$ cat src/verilog/rcs_defs.svh
`ifndef RCS_DEFS_SVH
`define RCS_DEFS_SVH

// Register byte addresses
`define RCS_ADDR_CAUSE 4'h0
`define RCS_ADDR_BRKCTL 4'h4
`define RCS_ADDR_IRQ_STATUS 4'h8
`define RCS_ADDR_IRQ_MASK 4'hC

// Cause flag positions and the break control enable bit
`define RCS_BIT_POWER_ON 7
`define RCS_BIT_PIN 6
`define RCS_BIT_WATCHDOG 5
`define RCS_BIT_ILLEGAL_INSTR 4
`define RCS_BIT_ILLEGAL_FETCH 3
`define RCS_BIT_MONITOR 2
`define RCS_BIT_LOW_VOLTAGE 1
`define RCS_BIT_BREAK_CLEAR 7

// Reset values
`define RCS_CAUSE_RESET 8'h80
`define RCS_BRKCTL_RESET 8'h00
`define RCS_IRQ_STATUS_RESET 8'h80
`define RCS_IRQ_MASK_RESET 8'h00

`endif

$ cat src/verilog/rcs_pkg.sv
package rcs_pkg;
    typedef logic [7:0] rcs_byte_t;
    typedef logic [31:0] rcs_word_t;
    typedef logic [3:0] rcs_addr_t;
    typedef logic [5:0] rcs_src_t;
    typedef enum logic {
        BUS_IDLE = 1'b0,
        BUS_ACK = 1'b1
    } rcs_bus_state_t;
endpackage

$ cat src/verilog/rcs_regs.sv
`timescale 1ns/10ps
`include "rcs_defs.svh"
// Overview of operation
// [RULE1] Status read returns flags, then clears them
// [RULE2] Power-on sets power flag, clears others
// [RULE3] Pin reset sets pin flag
// [RULE4] Watchdog reset sets watchdog flag
// [RULE5] Illegal opcode reset sets its flag
// [RULE6] Illegal fetch address flag: opcode fetches only
// [RULE7] Forced monitor entry reset sets its flag
// [RULE8] Low-voltage reset sets its flag
// [RULE9] Break-clear enable bit gates clearing in break
// [RULE10] Break-state status read clears only if enabled
module rcs_regs (
    input wire logic sys_clk, // 100 MHz system clock
    input wire logic reset_n, // Power-on reset, async, active low
    input wire rcs_pkg::rcs_addr_t avs_address, // Byte address
    input wire logic avs_read, // Read request
    input wire logic avs_write, // Write request
    input wire rcs_pkg::rcs_word_t avs_writedata, // Write data
    output rcs_pkg::rcs_word_t avs_readdata, // Read data
    output logic avs_waitrequest, // Low for one cycle to answer
    input wire rcs_pkg::rcs_src_t cause_src, // Async reset-source pulses
    input wire logic fetch_src, // Access was an opcode fetch
    input wire logic break_src, // Processor is in break state
    output logic irq // Level interrupt
);
    import rcs_pkg::*;

    // ------------------------------------------------------------
    // Reset release and input synchronisers
    // ------------------------------------------------------------
    logic rst_meta;
    logic rst_n;
    always_ff @(posedge sys_clk or negedge reset_n) begin
        if (!reset_n) begin
            rst_meta <= 1'b0;
            rst_n <= 1'b0;
        end else begin
            rst_meta <= 1'b1;
            rst_n <= rst_meta;
        end
    end

    logic [7:0] async_in;
    logic [7:0] in_meta;
    logic [7:0] in_sync;
    logic [7:0] in_prev;
    assign async_in = {break_src, fetch_src, cause_src};
    always_ff @(posedge sys_clk or negedge rst_n) begin
        if (!rst_n) begin
            in_meta <= 8'h00;
            in_sync <= 8'h00;
            in_prev <= 8'h00;
        end else begin
            in_meta <= async_in;
            in_sync <= in_meta;
            in_prev <= in_sync;
        end
    end

    // Sources are pulses; only the rising edge counts, so a long pulse
    // does not keep re-setting a flag software has already read.
    logic [5:0] src_evt;
    logic [5:0] src_ok;
    logic in_break;
    logic [7:0] set_vec;
    assign src_evt = in_sync[5:0] & ~in_prev[5:0];
    assign src_ok = {src_evt[5:3], src_evt[2] & in_sync[6], src_evt[1:0]}; // [RULE6]
    assign in_break = in_sync[7];
    assign set_vec = {1'b0, src_ok, 1'b0}; // [RULE3] [RULE4] [RULE5] [RULE7] [RULE8]

    // ------------------------------------------------------------
    // Avalon-MM slave: one wait cycle on every access
    // ------------------------------------------------------------
    rcs_bus_state_t state;
    rcs_bus_state_t next_state;
    logic next_waitrequest;
    rcs_word_t next_readdata;
    logic req;
    logic done;
    rcs_byte_t cause_status;
    rcs_byte_t next_cause_status;
    logic break_clear_enable;
    logic next_break_clear_enable;
    // Reset image of the break control register; only its enable bit is stored
    localparam rcs_byte_t break_ctl_init = `RCS_BRKCTL_RESET;
    rcs_byte_t irq_status;
    rcs_byte_t next_irq_status;
    rcs_byte_t irq_mask;
    rcs_byte_t next_irq_mask;
    logic next_irq;
    logic clr_ok;
    logic rd_cause_clr;
    logic irq_w1c;

    assign req = avs_read | avs_write;
    assign done = req & (state == BUS_ACK);
    assign clr_ok = ~in_break | break_clear_enable; // [RULE9]
    assign rd_cause_clr = done & avs_read & (avs_address == `RCS_ADDR_CAUSE) & clr_ok; // [RULE10]
    assign irq_w1c = done & avs_write & (avs_address == `RCS_ADDR_IRQ_STATUS) & clr_ok;

    always_comb begin
        next_state = state;
        next_readdata = avs_readdata;
        case (state)
            BUS_IDLE: begin
                if (req) begin
                    next_state = BUS_ACK;
                end
                // Data is captured at the take edge so it stands through the answer
                if (avs_read) begin
                    case (avs_address)
                        `RCS_ADDR_CAUSE: next_readdata = {24'h000000, cause_status};
                        `RCS_ADDR_BRKCTL: next_readdata = {24'h000000, break_clear_enable, 7'h00};
                        `RCS_ADDR_IRQ_STATUS: next_readdata = {24'h000000, irq_status};
                        `RCS_ADDR_IRQ_MASK: next_readdata = {24'h000000, irq_mask};
                        default: next_readdata = 32'h00000000;
                    endcase
                end
            end
            BUS_ACK: begin
                // Exactly one answer cycle; the master releases at its end
                next_state = BUS_IDLE;
            end
            default: begin
                next_state = BUS_IDLE;
            end
        endcase
        next_waitrequest = (next_state != BUS_ACK);
    end

    always_ff @(posedge sys_clk or negedge rst_n) begin
        if (!rst_n) begin
            state <= BUS_IDLE;
            avs_waitrequest <= 1'b1;
            avs_readdata <= 32'h00000000;
        end else begin
            state <= next_state;
            avs_waitrequest <= next_waitrequest;
            avs_readdata <= next_readdata;
        end
    end

    // ------------------------------------------------------------
    // Registers
    // ------------------------------------------------------------
    // Only the bits actually returned are cleared, so an event landing
    // during the wait cycle survives the read; set always beats clear.
    always_comb begin
        next_cause_status = cause_status;
        if (rd_cause_clr) begin
            next_cause_status = cause_status & ~avs_readdata[7:0]; // [RULE1] [RULE10]
        end
        next_cause_status = next_cause_status | set_vec;
        next_irq_status = irq_status;
        if (irq_w1c) begin
            next_irq_status = irq_status & ~avs_writedata[7:0]; // [RULE9]
        end
        next_irq_status = next_irq_status | set_vec;
        next_break_clear_enable = break_clear_enable;
        next_irq_mask = irq_mask;
        if (done && avs_write && avs_address == `RCS_ADDR_BRKCTL) begin
            next_break_clear_enable = avs_writedata[`RCS_BIT_BREAK_CLEAR]; // [RULE9]
        end
        if (done && avs_write && avs_address == `RCS_ADDR_IRQ_MASK) begin
            next_irq_mask = avs_writedata[7:0];
        end
        next_irq = |(irq_status & irq_mask);
    end

    // Power-on is the module reset itself: flag set, all others clear.
    always_ff @(posedge sys_clk or negedge rst_n) begin
        if (!rst_n) begin
            cause_status <= `RCS_CAUSE_RESET; // [RULE2]
            irq_status <= `RCS_IRQ_STATUS_RESET;
            irq_mask <= `RCS_IRQ_MASK_RESET;
            break_clear_enable <= break_ctl_init[`RCS_BIT_BREAK_CLEAR];
            irq <= 1'b0;
        end else begin
            cause_status <= next_cause_status;
            irq_status <= next_irq_status;
            irq_mask <= next_irq_mask;
            break_clear_enable <= next_break_clear_enable;
            irq <= next_irq;
        end
    end
endmodule

$ cat config.mk
export PLATFORM = sky130hd
export DESIGN_NAME = rcs_regs
export DESIGN_NICKNAME = d
export VERILOG_FILES = /design/src/verilog/rcs_pkg.sv /design/src/verilog/rcs_regs.sv
export VERILOG_INCLUDE_DIRS = /design/src /design/src/verilog
export SDC_FILE = /design/constraint.sdc
export NUM_CORES = 1
export LEC_CHECK = 0
export BUFFER_PORTS_ARGS = -buffer_cell sky130_fd_sc_hd__clkbuf_2
export CORE_MARGIN = 5
export CORE_UTILIZATION = 45
export CTS_CLUSTER_DIAMETER = 80
export CTS_CLUSTER_SIZE = 8
export DETAILED_ROUTE_END_ITERATION = 12
export HOLD_SLACK_MARGIN = 0.15
export PLACE_DENSITY_LB_ADDON = 0.3
export SKIP_LAST_GASP = 1
export SLEW_MARGIN = 20
export SYNTH_ARGS = -nofsm -noshare
export SYNTH_HDL_FRONTEND = slang
export SYNTH_SLANG_ARGS = --single-unit
$ cat constraint.sdc
create_clock -name sys_clk -period 1.95 [get_ports sys_clk]
set_clock_uncertainty 0.1 [all_clocks]
set_input_delay 0.2925 -clock sys_clk [delete_from_list [all_inputs] [get_ports sys_clk]]
set_output_delay 0.2925 -clock sys_clk [all_outputs]
set_load 0.1 [all_outputs]
==> impl_metrics.env <==
export IMPL_outcome="finished clean"
export IMPL_cts_tree="yes"
export IMPL_antenna_left=0
export IMPL_initial_core_util=0.4566
export IMPL_n_antenna_cell=0
export IMPL_design_area_sq_um=2998
export IMPL_vias=1631
export IMPL_insertion_delay_ns=0.33
export IMPL_dr_pass1_iters=4
export IMPL_power_density_nw_per_um2=996.4
export IMPL_yosys_area_top_type="dfrtp_1"
export IMPL_synth_edff_count=0
export IMPL_tightest_slew_ns=0.7086
export IMPL_cts_root_buf="clkbuf_8"
export IMPL_cts_sinks=60
export IMPL_fmax_mhz=599.6
export IMPL_synth_seq_area_share=0.6060
export IMPL_cp_required_ns=1.56
export IMPL_endpoint_kind="output port"
export IMPL_synth_most_common_cell="dfrtp_1"
export IMPL_start_kind="flip-flop"
export IMPL_drive_gt1_frac=0.2791
export IMPL_hold_viol_final=0
export IMPL_io_pins=82
export IMPL_initialDrtViolationCount=105
export IMPL_path_max_fanout=1
export IMPL_num_fill_cells=468
export IMPL_seqCellArea_sq_um=1506
export IMPL_cp_arrival_ns=1.28
export IMPL_die_x_um=84.29
export IMPL_dp_worst_setup_slack_ns=0.4471
export IMPL_post_dp_hpwl_um=3206
export IMPL_synth_area_per_cell_sq_um=12.87
export IMPL_max_slew_margin_rel=0.5260
export IMPL_total_power_mw=2.987
export IMPL_routedWlPerCell_um=14.78
export IMPL_grt_pass1_vias=1720
export IMPL_path_delay_family="flip-flops"
export IMPL_antenna_found_initial=0
export IMPL_crit_type="flip-flop to output port"
export IMPL_multi_input_area_sq_um=824.5
export IMPL_clock_path_buffers=2
export IMPL_p_leak_nw=1.357
export IMPL_synth_warnings=0
export IMPL_core_sq_um=5439
export IMPL_irDropWorstVdd_v=0.0004992
export IMPL_ys_types=32
export IMPL_ys_ff_latch=60
export IMPL_finalWorstSetupSlack_ns=0.2821
export IMPL_grt_max_degree=31
export IMPL_fin_nets=301
export IMPL_fp_row_count=27
export IMPL_areaGrowthSynthToFinish_pct=20.71
export IMPL_max_cap_violations=0
export IMPL_cts_repair_resized=0
export IMPL_synthTopCellsByCount="dfrtp_1, buf_4, nand2_1"
export IMPL_port_buffers=33
export IMPL_synth_top_area_frac=0.5743
export IMPL_cts_made_buffers=9
export IMPL_async_flop_share=1.000
export IMPL_cts_clk_slew_worst_paths_ns=0.07
export IMPL_setup_violations=0
export IMPL_crit_slowest_cell="dfstp_2"
export IMPL_slowest_delay_ns=0.51
export IMPL_dieHeight_um=84.29
export IMPL_syn_area_sq_um=2484
export IMPL_route_detailed_drc=0
export IMPL_hp_class="flip-flop to async pin"
export IMPL_grt_ovfl_total=0
export IMPL_die_area_sq_um=7105
export IMPL_place_inst=296
export IMPL_gr_usage_all_layers=0.1489
export IMPL_rsz0062_at_grt="no"
export IMPL_crit_buf_inv=1
export IMPL_htree_levels=3
export IMPL_timing_final_crit_share=0.8553
export IMPL_placed_cell_area_sq_um=2655
export IMPL_slew_viol_final=0
export IMPL_via_per_inst=4.942
export IMPL_period_needed_ns=1.668
export IMPL_postSynthCellCount=193
export IMPL_ys_top_cells_by_area="dfrtp_1, buf_4, mux2_4"
export IMPL_synth_ff_type="dfrtp_1"
export IMPL_gp_congestion=0.7903
export IMPL_drt_wl_total_um=4879
export IMPL_grt_pass1_wl_um=8121
export IMPL_fin_tns_setup_ns=0
export IMPL_final_cells=330
export IMPL_path_cells="clkbuf_2"
==> per-layer routing <==
metal / global-route usage / up-vias / share of wire
li1: - / 764 / -
met2: 0.2238 / 56 / 0.48
met1: 0.1784 / 801 / 0.43
met5: 0 / - / 0
met3: 0.04612 / 10 / 0.073
met4: 0.1126 / 0 / 0.023
==> final cells by class <==
| type | count | area share |
|---|---|---|
| flip-flops and latches | 60 | 0.5025 |
| multi-input cells | 123 | 0.2750 |
| repair buffers | 58 | 0.1369 |
| clock buffers | 14 | 0.05092 |
| well taps | 72 | 0.03005 |
| clock inverters | 2 | 0.003339 |
| inverters | 1 | 0.001252 |
==> layout by cell type, fill, tap and decap left out, drive strengths merged, types with 2 or more instances in the layout <==
cell,instances
conb,25
a221oi,5
and3,3
dfrtp,57
a22oi,9
a21boi,4
and2,2
dlygate4sd3,18
nor2,4
nor2b,6
buf,7
a32oi,2
o21ai,2
nand2,16
nand2b,2
clkbuf,47
mux2,11
clkinv,2
nand4,13
dfstp,3
a21o,12
==> flip-flops by register name, summed over array words and instances, names as in the netlist, 6 cells and up <==
| signal | count |
|---|---|
| in_meta | 8 |
| irq_status | 8 |
| irq_mask | 8 |
| in_sync | 8 |
| avs_readdata | 8 |
| in_prev | 6 |
| cause_status | 8 |
==> kinds of logic (layout without fill, tap and decap cells) <==
| family | Yosys count | count (layout) | synth area share |
|---|---|---|---|
| flops | 60 | 60 | 0.6060 |
| simple gates | 52 | 52 | 0.1189 |
| compound gates | 34 | 34 | 0.1043 |
| buf+inv | 33 | 75 | 0.09672 |
| mux | 12 | 12 | 0.07103 |
| other cells | 2 | 25 | 0.003024 |
==> power by group <==
part	total (mW)	switching [mW]	internal [mW]
Sequential	1.40	0.0577	1.34
Clock	0.928	0.434	0.493
Combinational	0.662	0.502	0.159
Total	2.99	0.994	1.99
==> timing repair <==
| item | in CTS | in global routing |
|---|---|---|
| buffers inserted | 0 | 0 |
| hold endpoints to repair | 40 | 0 |
| hold buffers | 18 | 0 |
==> worst paths after layout <==
kind / cells after the start / end / slack (ns) / from
min reg2reg: 1 / irq_mask[4]$_DFFE_PN0P_ / 0.15 / rst_n$_DFF_PN0_
max in group asynchronous: 1 / cause_status[6]$_DFF_PN0_ / 0.47 / rst_n$_DFF_PN0_
min in group sys_clk: 3 / avs_waitrequest$_DFF_PN1_ / 0.17 / avs_write
max reg2reg: 3 / irq_status[0]$_DFFE_PN0N_ / 0.43 / break_clear_enable$_DFFE_PN0P_
min: 1 / irq_mask[4]$_DFFE_PN0P_ / 0.15 / rst_n$_DFF_PN0_
max: 1 / avs_waitrequest / 0.28 / avs_waitrequest$_DFF_PN1_
==> worst reg2reg max path, stage by stage, from the launching register on <==
cell and delay, ns:
dfrtp_1 0.40, nand2b_1 0.45, and3_1 0.31, a21boi_0 0.19
==> per-stage QoR <==
step	utilization	hold slack, ns
after floorplan	-	-0.1031
after global placement	0.4882	-0.02096
after detailed placement	0.4882	-0.02065
after CTS	0.5512	0.1533
after global routing	0.5512	0.1663
final	0.5512	0.1485
No activity file was read; power rests on OpenSTA's default activity.
